### src/vendor_bank_defines.vh
// Register offsets, field positions and reset values of the vendor bank.
// Included by the top design file of the bank only; definitions only.
`ifndef VENDOR_BANK_DEFINES_VH
`define VENDOR_BANK_DEFINES_VH

`define OFS_POWER_CONTROL 8'h3d
`define OFS_POWER_CONTROL_SET 8'h3e
`define OFS_POWER_CONTROL_CLR 8'h3f
`define OFS_EYE_TUNING 8'h80
`define OFS_EYE_TUNING_SET 8'h81
`define OFS_EYE_TUNING_CLR 8'h82
`define OFS_DETECTOR_STATUS 8'h83
`define OFS_DETECTOR_LATCH 8'h84
`define OFS_PIN_REGULATOR 8'h85
`define OFS_PIN_REGULATOR_SET 8'h86
`define OFS_PIN_REGULATOR_CLR 8'h87

`define RST_POWER_CONTROL 8'h00
`define RST_EYE_TUNING 8'h41
`define RST_PIN_REGULATOR 8'h03

// Power control fields
`define PC_STRESS_EN 0
`define PC_SPARE_LOW 1
`define PC_BSESS_RISE_EN 2
`define PC_BSESS_FALL_EN 3
`define PC_ID_RESISTOR_EVENT_ENABLE 4
`define PC_ID_OPEN_EN 5
`define PC_SUPPLY_EN 6

// Eye tuning fields
`define EYE_BOOST_BIT 0
`define EYE_DRIVE_MSB 3
`define EYE_IMPED_LSB 4
`define EYE_IMPED_MSB 5
`define EYE_POLARITY 6

// Pin and regulator fields
`define PR_VSEL_MSB 2
`define PR_ID_GROUND 3
`define PR_DRIVER_MODE 4
`define PR_DRAIN_SOURCE 5
`define PR_SOF_EN 6

// Detector bit positions in status and latch
`define DET_BSESS 0
`define DET_ID_RES_A 1
`define DET_ID_RES_C 3
`define DET_ID_OPEN 4
`define DET_STRESS 5
`define DET_SUPPLY 6
`define DET_WIDTH 7

`endif

### src/alias_reg8.v
// One 8-bit control register with base, set-alias and clear-alias access.
// Assumes write strobes are one-cycle pulses from the register decoder.
`timescale 1ns/1ns
module alias_reg8 #(
	parameter [7:0] RESET_VALUE = 8'h00
) (
	input wire clk,
	input wire rst_n,
	input wire wr_base,
	input wire wr_set,
	input wire wr_clr,
	input wire [7:0] wdata,
	output reg [7:0] value_ff
);
	reg [7:0] nxt_value;

	always @* begin
		nxt_value = value_ff;
		if (wr_base)
			nxt_value = wdata;
		else if (wr_set)
			nxt_value = value_ff | wdata;
		else if (wr_clr)
			nxt_value = value_ff & ~wdata;
	end

	always @(posedge clk) begin
		if (!rst_n)
			value_ff <= RESET_VALUE;
		else
			value_ff <= nxt_value;
	end
endmodule

### src/detector_sync.v
// Three-flop synchroniser with agreement filter for one detector input.
// Assumes the detector output is asynchronous to the ULPI clock.
`timescale 1ns/1ns
module detector_sync (
	input wire clk,
	input wire rst_n,
	input wire async_in,
	output reg level_ff,
	output reg rise_ff,
	output reg fall_ff
);
	reg meta_ff;
	reg s2_ff;
	reg s3_ff;

	always @(posedge clk) begin
		if (!rst_n) begin
			meta_ff <= 1'b0;
			s2_ff <= 1'b0;
			s3_ff <= 1'b0;
			level_ff <= 1'b0;
			rise_ff <= 1'b0;
			fall_ff <= 1'b0;
		end else begin
			meta_ff <= async_in;
			s2_ff <= meta_ff;
			s3_ff <= s2_ff;
			rise_ff <= 1'b0;
			fall_ff <= 1'b0;
			// Change counts only when second and third stages agree
			if (s2_ff == s3_ff && s3_ff != level_ff) begin
				level_ff <= s3_ff;
				rise_ff <= s3_ff;
				fall_ff <= ~s3_ff;
			end
		end
	end
endmodule

### src/ulpi_vendor_bank.v
// Vendor register bank of a ULPI transceiver, on the ULPI clock.
// Assumes the ULPI register engine gives one-cycle read and write strobes
// with an 8-bit address, and takes RX command requests as pulses.
//
// Overview of operation
// Set alias writes OR ones into register
// Clear alias writes clear bits written one
// Stress enable sends RX command both edges
// Link never writes one to spare bit
// Status register returns live detector values
// Latch bit sets on unmasked detector change
// Latch clears on read and low power
// Latch clears on serial mode entry
// Read-cycle event reported, latch not set
// B-session edge enables send alt-int command
// ID and supply enables send both edges
// SOF enable gates device-mode SOF to pin
// Link keeps SOF enable low normally
// Driver mode selects push-pull or open
// Drain/source select: 0 source, 1 drain
// ID ground drive pulls ID pin low
// Regulator level select, reset code 011
// Drive field bit 0 enables AC boost
// Alias reads return underlying register
`timescale 1ns/1ns
`include "vendor_bank_defines.vh"
module ulpi_vendor_bank (
	input wire CLK,
	input wire RST_N,
	input wire REG_WR,
	input wire REG_RD,
	input wire [7:0] REG_ADDR,
	input wire [7:0] REG_WDATA,
	output reg [7:0] REG_RDATA,
	output reg REG_RVALID,
	input wire LOW_POWER_ENTER,
	input wire SERIAL_MODE_ENTER,
	input wire DEVICE_MODE,
	input wire HS_SOF_SEEN,
	input wire B_SESSION_DETECTOR_OUT,
	input wire ID_RESISTOR_A_DETECTOR,
	input wire ID_RESISTOR_B_DETECTOR,
	input wire ID_RESISTOR_C_DETECTOR,
	input wire ID_OPEN_DETECTOR,
	input wire STRESS_DETECTOR_OUT,
	input wire SUPPLY_MONITOR_OUT,
	output reg RX_EVENT,
	output reg RX_ALT_INT,
	output reg CHARGE_PUMP_ENABLE_PIN_O,
	output reg CHARGE_PUMP_ENABLE_PIN_OE,
	output reg ID_GROUND_DRIVE,
	output reg [2:0] USB_REGULATOR_LEVEL_SELECT,
	output reg [3:0] HS_DRIVE_STRENGTH,
	output reg AC_BOOST_ENABLE,
	output reg [1:0] HS_OUTPUT_IMPEDANCE,
	output reg LINE_POLARITY_CONTROL,
	output reg SOF_PULSE_ENABLE
);
	wire [7:0] power_ctrl;
	wire [7:0] eye_ctrl;
	wire [7:0] pin_ctrl;
	wire [`DET_WIDTH-1:0] det_raw;
	wire [`DET_WIDTH-1:0] det_level;
	wire [`DET_WIDTH-1:0] det_rise;
	wire [`DET_WIDTH-1:0] det_fall;
	reg [`DET_WIDTH-1:0] latch_ff;
	reg [`DET_WIDTH-1:0] nxt_latch;
	reg [`DET_WIDTH-1:0] unmasked;
	reg [7:0] rd_mux;
	reg pump_level;
	wire wr_pc;
	wire wr_pc_set;
	wire wr_pc_clr;
	wire wr_eye;
	wire wr_eye_set;
	wire wr_eye_clr;
	wire wr_pr;
	wire wr_pr_set;
	wire wr_pr_clr;
	wire rd_latch;
	wire [7:0] pc_wdata;

	assign wr_pc = REG_WR && REG_ADDR == `OFS_POWER_CONTROL;
	assign wr_pc_set = REG_WR && REG_ADDR == `OFS_POWER_CONTROL_SET;
	assign wr_pc_clr = REG_WR && REG_ADDR == `OFS_POWER_CONTROL_CLR;
	assign wr_eye = REG_WR && REG_ADDR == `OFS_EYE_TUNING;
	assign wr_eye_set = REG_WR && REG_ADDR == `OFS_EYE_TUNING_SET;
	assign wr_eye_clr = REG_WR && REG_ADDR == `OFS_EYE_TUNING_CLR;
	assign wr_pr = REG_WR && REG_ADDR == `OFS_PIN_REGULATOR;
	assign wr_pr_set = REG_WR && REG_ADDR == `OFS_PIN_REGULATOR_SET;
	assign wr_pr_clr = REG_WR && REG_ADDR == `OFS_PIN_REGULATOR_CLR;
	assign rd_latch = REG_RD && REG_ADDR == `OFS_DETECTOR_LATCH;

	// Spare bit stored as written; the link keeps it at zero
	assign pc_wdata = REG_WDATA;

	alias_reg8 #(
		.RESET_VALUE(`RST_POWER_CONTROL)
	) u_power_ctrl (
		.clk(CLK),
		.rst_n(RST_N),
		.wr_base(wr_pc),
		.wr_set(wr_pc_set),
		.wr_clr(wr_pc_clr),
		.wdata(pc_wdata),
		.value_ff(power_ctrl)
	);

	alias_reg8 #(
		.RESET_VALUE(`RST_EYE_TUNING)
	) u_eye_ctrl (
		.clk(CLK),
		.rst_n(RST_N),
		.wr_base(wr_eye),
		.wr_set(wr_eye_set),
		.wr_clr(wr_eye_clr),
		.wdata(REG_WDATA),
		.value_ff(eye_ctrl)
	);

	alias_reg8 #(
		.RESET_VALUE(`RST_PIN_REGULATOR)
	) u_pin_ctrl (
		.clk(CLK),
		.rst_n(RST_N),
		.wr_base(wr_pr),
		.wr_set(wr_pr_set),
		.wr_clr(wr_pr_clr),
		.wdata(REG_WDATA),
		.value_ff(pin_ctrl)
	);

	assign det_raw = {SUPPLY_MONITOR_OUT, STRESS_DETECTOR_OUT,
		ID_OPEN_DETECTOR, ID_RESISTOR_C_DETECTOR, ID_RESISTOR_B_DETECTOR,
		ID_RESISTOR_A_DETECTOR, B_SESSION_DETECTOR_OUT};

	genvar gi;
	generate
		for (gi = 0; gi < `DET_WIDTH; gi = gi + 1) begin : g_sync
			detector_sync u_sync (
				.clk(CLK),
				.rst_n(RST_N),
				.async_in(det_raw[gi]),
				.level_ff(det_level[gi]),
				.rise_ff(det_rise[gi]),
				.fall_ff(det_fall[gi])
			);
		end
	endgenerate

	// Per-detector change gated by its enable
	always @* begin
		unmasked = {`DET_WIDTH{1'b0}};
		unmasked[`DET_BSESS] =
			(det_rise[`DET_BSESS] & power_ctrl[`PC_BSESS_RISE_EN]) |
			(det_fall[`DET_BSESS] & power_ctrl[`PC_BSESS_FALL_EN]);
		unmasked[`DET_ID_RES_C:`DET_ID_RES_A] =
			(det_rise[`DET_ID_RES_C:`DET_ID_RES_A] |
			det_fall[`DET_ID_RES_C:`DET_ID_RES_A]) &
			{3{power_ctrl[`PC_ID_RESISTOR_EVENT_ENABLE]}};
		unmasked[`DET_ID_OPEN] = (det_rise[`DET_ID_OPEN] |
			det_fall[`DET_ID_OPEN]) & power_ctrl[`PC_ID_OPEN_EN];
		unmasked[`DET_STRESS] = (det_rise[`DET_STRESS] |
			det_fall[`DET_STRESS]) & power_ctrl[`PC_STRESS_EN];
		unmasked[`DET_SUPPLY] = (det_rise[`DET_SUPPLY] |
			det_fall[`DET_SUPPLY]) & power_ctrl[`PC_SUPPLY_EN];
	end

	always @* begin
		nxt_latch = latch_ff | unmasked;
		// Mode entry drops old bits; a same-cycle event still lands
		if (LOW_POWER_ENTER || SERIAL_MODE_ENTER)
			nxt_latch = unmasked;
		if (rd_latch)
			nxt_latch = {`DET_WIDTH{1'b0}};
	end

	always @* begin
		case (REG_ADDR)
			`OFS_POWER_CONTROL,
			`OFS_POWER_CONTROL_SET,
			`OFS_POWER_CONTROL_CLR: rd_mux = power_ctrl;
			`OFS_EYE_TUNING,
			`OFS_EYE_TUNING_SET,
			`OFS_EYE_TUNING_CLR: rd_mux = eye_ctrl;
			`OFS_PIN_REGULATOR,
			`OFS_PIN_REGULATOR_SET,
			`OFS_PIN_REGULATOR_CLR: rd_mux = pin_ctrl;
			`OFS_DETECTOR_STATUS: rd_mux = {1'b0, det_level};
			// Event in the read cycle appears in the data instead
			`OFS_DETECTOR_LATCH: rd_mux = {1'b0, latch_ff | unmasked};
			default: rd_mux = 8'h00;
		endcase
	end

	// Pad level: push-pull follows SOF, open modes drive one polarity only
	always @* begin
		pump_level = SOF_PULSE_ENABLE & HS_SOF_SEEN;
	end

	always @(posedge CLK) begin
		if (!RST_N) begin
			latch_ff <= {`DET_WIDTH{1'b0}};
			REG_RDATA <= 8'h00;
			REG_RVALID <= 1'b0;
			RX_EVENT <= 1'b0;
			RX_ALT_INT <= 1'b0;
			CHARGE_PUMP_ENABLE_PIN_O <= 1'b0;
			CHARGE_PUMP_ENABLE_PIN_OE <= 1'b1;
			ID_GROUND_DRIVE <= 1'b0;
			USB_REGULATOR_LEVEL_SELECT <= 3'h3;
			HS_DRIVE_STRENGTH <= 4'h1;
			AC_BOOST_ENABLE <= 1'b1;
			HS_OUTPUT_IMPEDANCE <= 2'h0;
			LINE_POLARITY_CONTROL <= 1'b1;
			SOF_PULSE_ENABLE <= 1'b0;
		end else begin
			latch_ff <= nxt_latch;
			REG_RVALID <= REG_RD;
			if (REG_RD)
				REG_RDATA <= rd_mux;
			RX_EVENT <= |unmasked;
			RX_ALT_INT <= unmasked[`DET_BSESS];
			ID_GROUND_DRIVE <= pin_ctrl[`PR_ID_GROUND];
			USB_REGULATOR_LEVEL_SELECT <= pin_ctrl[`PR_VSEL_MSB:0];
			HS_DRIVE_STRENGTH <= eye_ctrl[`EYE_DRIVE_MSB:0];
			AC_BOOST_ENABLE <= eye_ctrl[`EYE_BOOST_BIT];
			HS_OUTPUT_IMPEDANCE <=
				eye_ctrl[`EYE_IMPED_MSB:`EYE_IMPED_LSB];
			LINE_POLARITY_CONTROL <= eye_ctrl[`EYE_POLARITY];
			SOF_PULSE_ENABLE <= pin_ctrl[`PR_SOF_EN] & DEVICE_MODE;
			// Open-drain only ever drives the pad low
			CHARGE_PUMP_ENABLE_PIN_O <= pump_level &
				~(pin_ctrl[`PR_DRIVER_MODE] &
				pin_ctrl[`PR_DRAIN_SOURCE]);
			if (!pin_ctrl[`PR_DRIVER_MODE])
				CHARGE_PUMP_ENABLE_PIN_OE <= 1'b1;
			else if (pin_ctrl[`PR_DRAIN_SOURCE])
				CHARGE_PUMP_ENABLE_PIN_OE <= ~pump_level;
			else
				CHARGE_PUMP_ENABLE_PIN_OE <= pump_level;
		end
	end
endmodule

### config.mk
export PLATFORM = sky130hd
export DESIGN_NAME = ulpi_vendor_bank
export DESIGN_NICKNAME = d
export VERILOG_FILES = /design/src/alias_reg8.v /design/src/detector_sync.v /design/src/ulpi_vendor_bank.v
export VERILOG_INCLUDE_DIRS = /design/src
export SDC_FILE = /design/constraint.sdc
export NUM_CORES = 1
export LEC_CHECK = 0
export CAP_MARGIN = 10
export CORE_MARGIN = 2
export CORE_UTILIZATION = 40
export CTS_CLUSTER_DIAMETER = 200
export CTS_CLUSTER_SIZE = 40
export DETAILED_ROUTE_END_ITERATION = 7
export DONT_BUFFER_PORTS = 1
export SLEW_MARGIN = 10
export SYNTH_ARGS = -nofsm -noshare
export SYNTH_HDL_FRONTEND = slang
export SYNTH_HIERARCHICAL = 1
export SYNTH_SLANG_ARGS = --single-unit
### constraint.sdc
create_clock -name CLK -period 2.9 [get_ports CLK]
set_input_delay 0.29 -clock CLK [delete_from_list [all_inputs] [get_ports CLK]]
set_output_delay 0.29 -clock CLK [all_outputs]
set_load 0.02 [all_outputs]
Word-level counts from Yosys, hierarchy flattened
Cells that the tools add are included.
{"block": "totals", "reg_bits": 99, "output_inout_bits": 26, "elab_cells": 163}
{"block": "op_classes", "eq_ne": 25, "muxes": 12, "bitwise_logic": 33, "reduce_logical": 34}
{"operator": "2-to-1 mux 8 bit", "n": 9}
{"operator": "equality test 8 bit (second input constant)", "n": 8}
{"operator": "one-hot mux 8 bit (5 select lines)", "n": 1}
{"operator": "bitwise AND 8 bit", "n": 3}
{"operator": "equality test 8 x 6 -> 1 bit (second input constant)", "n": 3}
{"operator": "OR 8 bit", "n": 3}
{"operator": "logical AND 1 bit", "n": 17}
{"operator": "AND reduction 2 bit", "n": 8}
{"operator": "inverter 1 bit", "n": 10}
{"operator": "bitwise AND 1 bit", "n": 9}
{"operator": "nonzero test 3 bit", "n": 3}
{"operator": "OR reduction 3 bit", "n": 3}
{"operator": "inverter 8 bit", "n": 1}
{"operator": "equality test 1 bit", "n": 7}
{"operator": "2-to-1 mux 7 bit", "n": 1}
{"operator": "inequality test 1 bit", "n": 7}
{"operator": "OR 7 bit", "n": 1}
{"operator": "OR reduction 7 bit", "n": 1}
{"operator": "OR 1 bit", "n": 4}
{"operator": "bitwise AND 3 bit", "n": 1}
{"operator": "OR 3 bit", "n": 1}
{"operator": "OR reduction 2 bit", "n": 1}
{"operator": "logical OR 1 bit", "n": 1}
{"operator": "2-to-1 mux 1 bit", "n": 1}

Longest topological paths before layout
{"block": "depth", "depth_word": 5, "depth_mapped": 9}

By module
Netlist, hierarchy kept.
{"mod": "ulpi_vendor_bank", "instances": 1, "cells_each": 197, "area_each_um2": 1605.3, "seq_area_each_um2": 640.6}
{"mod": "detector_sync", "instances": 7, "cells_each": 15, "area_each_um2": 175.2, "seq_area_each_um2": 120.1}
{"mod": "alias_reg8 at u_eye_ctrl ...", "instances": 2, "cells_each": 42, "area_each_um2": 355.3, "seq_area_each_um2": 160.2}
{"mod": "alias_reg8 at u_power_ctrl", "instances": 1, "cells_each": 42, "area_each_um2": 360.3, "seq_area_each_um2": 160.2}

Least setup slack after synthesis
No wires, ideal clock.
{"block": "synth_path", "path_kind": "input to register", "start": "input REG_ADDR[3]", "end": "register with a tool-made name", "setup_ns": 0.122, "arrival_time_ns": 1.426, "required_time_ns": 2.778, "path_slack_ns": 1.352, "cell_stages": 8, "n_path_buf": 2, "cell_sequence": "nor3b_2 > and2_1 > buf_2 > nand3_1 > nor2_1 > buf_2 > nand3b_1 > nand3_1"}
{"item": "start, declared", "line_no": "ulpi_vendor_bank.v:32", "text": "input wire [7:0] REG_ADDR,"}

==> flow_summary.json <==
{
  "vias_per_cell": 5.39,
  "drc": 0,
  "cp-start-kind": "primary input",
  "grt_pass1_vias": 2657,
  "grt_overflow": 0,
  "wire_per_inst_um": 16.5,
  "die_width_um": 103,
  "cts_tree": "built",
  "synth_seq_area_share_pct": 50.3,
  "placementRows": 36,
  "synth_enable_flop_cells": 0,
  "clk_pin_slew_worst_paths_ns": 0.10,
  "n_fill_cell": 961,
  "dieArea_mm2": 0.0106,
  "layout-drive-gt1-share_pct": 11.0,
  "crit_path_max_incr_delay_ns": 0.61,
  "run_status": "finished clean",
  "firstDrtPassIters": 5,
  "vias": 3031,
  "hold-path-cell-count": 1,
  "synth_cell_types": 47,
  "core-area_mm2": 0.00964,
  "p_int_w": 0.00189,
  "ys_async_sr_fraction_pct": 0,
  "leakagePower_nw": 1.43,
  "synth_ff_type": "dfxtp_1",
  "crit_required_ns": 3.19,
  "switching_share_pct": 22.1,
  "cts-buffers-inserted": 9,
  "synth.area.top_cells": "dfxtp_1 (50%), o21ai_0 (5.9%), nand2_1 (5.3%)",
  "yosys_warnings": 6,
  "yosysTopAreaCell": "dfxtp_1",
  "r2r_cells": 5,
  "insertion_delay_ns": 0.36,
  "initial_core_util_pct": 40.5,
  "area_delta_synth_final_pct": 8.05,
  "port_buffers": 0,
  "setup_tns_ns": 0,
  "slew_headroom_pct": 39.1,
  "seq_power_share_pct": 56.6,
  "critPathSlowestCell": "nor2_1",
  "final-hold-violation-count": 0,
  "hpwl_mm": 6.33,
  "syn_area_mm2": 0.00390,
  "maxCapViolCount": 0,
  "synth.ff_latch_count": 98,
  "worstPathCellList": "nor3b_2, and2_1, nand3_1, nor2_1, o21ai_0, a21boi_1",
  "fin_crit_ns": 1.69,
  "diodes": 0,
  "finalInstanceArea_mm2": 0.00422,
  "ff2ff_setup_slack_ns": 1.33,
  "clock-root-buffer": "clkbuf_8",
  "clk_path_buf_depth": 2,
  "power_density_mw_per_mm2": 575,
  "pwr-share-comb_pct": 2.5,
  "min-delay-path-class": "primary input to flop",
  "fin_ws_ns": 1.21,
  "synth.most_common_cell": "dfxtp_1",
  "synth_nets": 459,
  "ios": 57,
  "clock.fmax_mhz": 592,
  "final-seq-area_mm2": 0.00196,
  "arrival_ns": 1.97,
  "synthCells": 428,
  "die_h_um": 103,
  "critPathCaptureType": "flop",
  "finalWirelength_mm": 9.30,
  "placed_cell_area_mm2": 0.00397,
  "antenna_left": 0,
  "ir_drop_mv": 0.246,
  "track_usage_pct": 18.1,
  "worst_pin_slew_ns": 0.911,
  "fin_crit_sh_pct": 58.2,
  "crit_fanout": 16,
  "synth_top_area_share_pct": 50.3,
  "worstSetupPathType": "primary input to flop",
  "grt_max_degree": 81,
  "drv_slew": 0,
  "gp_congestion": 0.856,
  "clock_skew_ns": 0.0102,
  "rsz0062_at_grt": "no",
  "cts.sinks": 98,
  "timing.rr.end": "REG_RDATA[6]$_SDFFE_PN0P_",
  "min_from": "RST_N",
  "h-tree-depth": 3,
  "clock_power_share_pct": 41.0,
  "cp_top_family": "simple AND/OR/NAND/NOR gates",
  "syn_area_per_cell_um2": 9.12,
  "multi_input_area_mm2": 0.00183,
  "setup_viol": 0,
  "reg2reg_from": "g_sync[6].u_sync/fall_ff$_SDFF_PN0_",
  "dp_slack_ns": 0.901,
  "grt_pass1_wl_mm": 14.3,
  "place_inst": 544,
  "min_to": "HS_DRIVE_STRENGTH[0]$_SDFF_PN1_",
  "antenna_found_initial": 0,
  "finalNonFillerCells": 562,
  "power_switching_w": 0.000535,
  "fin_nets": 455,
  "drt_iter0_drc": 184,
  "yosys-top-cells-count": "dfxtp_1 (98), nand2_1 (55), o21ai_0 (46), nand3_1 (28), nand3b_1 (24)",
  "worstPathBufferInverterCount": 0
}
## stage by stage
stage / hold slack (ns) / total power (W) / utilization [%]
finish: 0.0169 / 0.00242 / 43.7
CTS: 0.00203 / 0.00245 / 43.7
detailed placement: 0.383 / 0.00146 / 41.2
global placement: 0.380 / 0.00146 / 41.2
floorplan: 0.362 / 0.00146 / -
global route: 0.0147 / 0.00250 / 43.7
## power groups by stage
| stage | Clock, W | Sequential (W) | Combinational [W] |
|---|---|---|---|
| floorplan | 0 | 0.00140 | 0.0000623 |
| global placement | 0 | 0.00140 | 0.0000557 |
| detailed placement | 0 | 0.00140 | 0.0000561 |
| CTS | 0.00102 | 0.00137 | 0.0000592 |
| global route | 0.00106 | 0.00137 | 0.0000652 |
| finish | 0.000993 | 0.00137 | 0.0000596 |
## timing repair
item,CTS,global route
setup buffers,0,0
hold buffers,2,0
gates resized for setup,0,0
hold endpoints to repair,2,0
## per-layer routing
metal	track usage [%]	share of wire, %	up-vias
li1	-	-	1497
met1	25.9	48	1405
met2	25.1	43	109
met3	4.75	7.1	20
met4	8.60	2.6	0
met5	0	0	-
## cells by family (layout without fill, tap and decap cells)
| kind of cell | count (synthesis) | in the layout | synth area share (%) |
|---|---|---|---|
| AOI/OAI and AO/OA | 110 | 110 | 17.2 |
| xor gates and xnor gates | 1 | 1 | 0.224 |
| buffers and inverters | 20 | 21 | 2.79 |
| DFF | 98 | 98 | 50.3 |
| muxes | 1 | 1 | 0.257 |
| and+or+nand+nor | 198 | 198 | 29.3 |
## cell usage in the layout, fill, tap and decap left out, types with 3 or more instances in the layout
| master | count |
|---|---|
| and3b_1 | 7 |
| and2_4 | 7 |
| nor3_1 | 7 |
| nor2b_1 | 3 |
| o21ai_1 | 3 |
| a21boi_1 | 21 |
| a22oi_1 | 6 |
| a21oi_1 | 18 |
| dfxtp_1 | 98 |
| nand3b_1 | 24 |
| clkbuf_8 | 9 |
| and2_1 | 9 |
| nand3_1 | 28 |
| a221oi_1 | 4 |
| nor2_1 | 19 |
| o21ai_0 | 46 |
| and2_2 | 14 |
| nand2_1 | 55 |
| nand2b_1 | 12 |
## layout make-up
cell class                      count  share of cell area [%]
Sequential cell                    98                    46.5
Multi-Input combinational cell    310                    43.4
Tap cell                          133                    3.95
Clock buffer                       10                    3.03
Clock inverter                      6                    2.31
Timing Repair Buffer                2                   0.475
Inverter                            3                   0.267
## worst max-delay path by stage
| stage | start | end | slack [ns] | cells after the start |
|---|---|---|---|---|
| 3_5_place_dp | REG_ADDR[3] | flop | 0.90 | 6 |
| 6_report | REG_ADDR[3] | flop | 1.21 | 6 |
| 5_1_grt | REG_ADDR[3] | flop | 0.94 | 6 |
| 4_1_cts | REG_ADDR[3] | flop | 1.27 | 6 |
| 2_1_floorplan | REG_ADDR[3] | flop | 1.35 | 8 |
| 3_3_place_gp | REG_ADDR[3] | flop | 0.96 | 6 |
No activity file was read; power rests on OpenSTA's default activity.
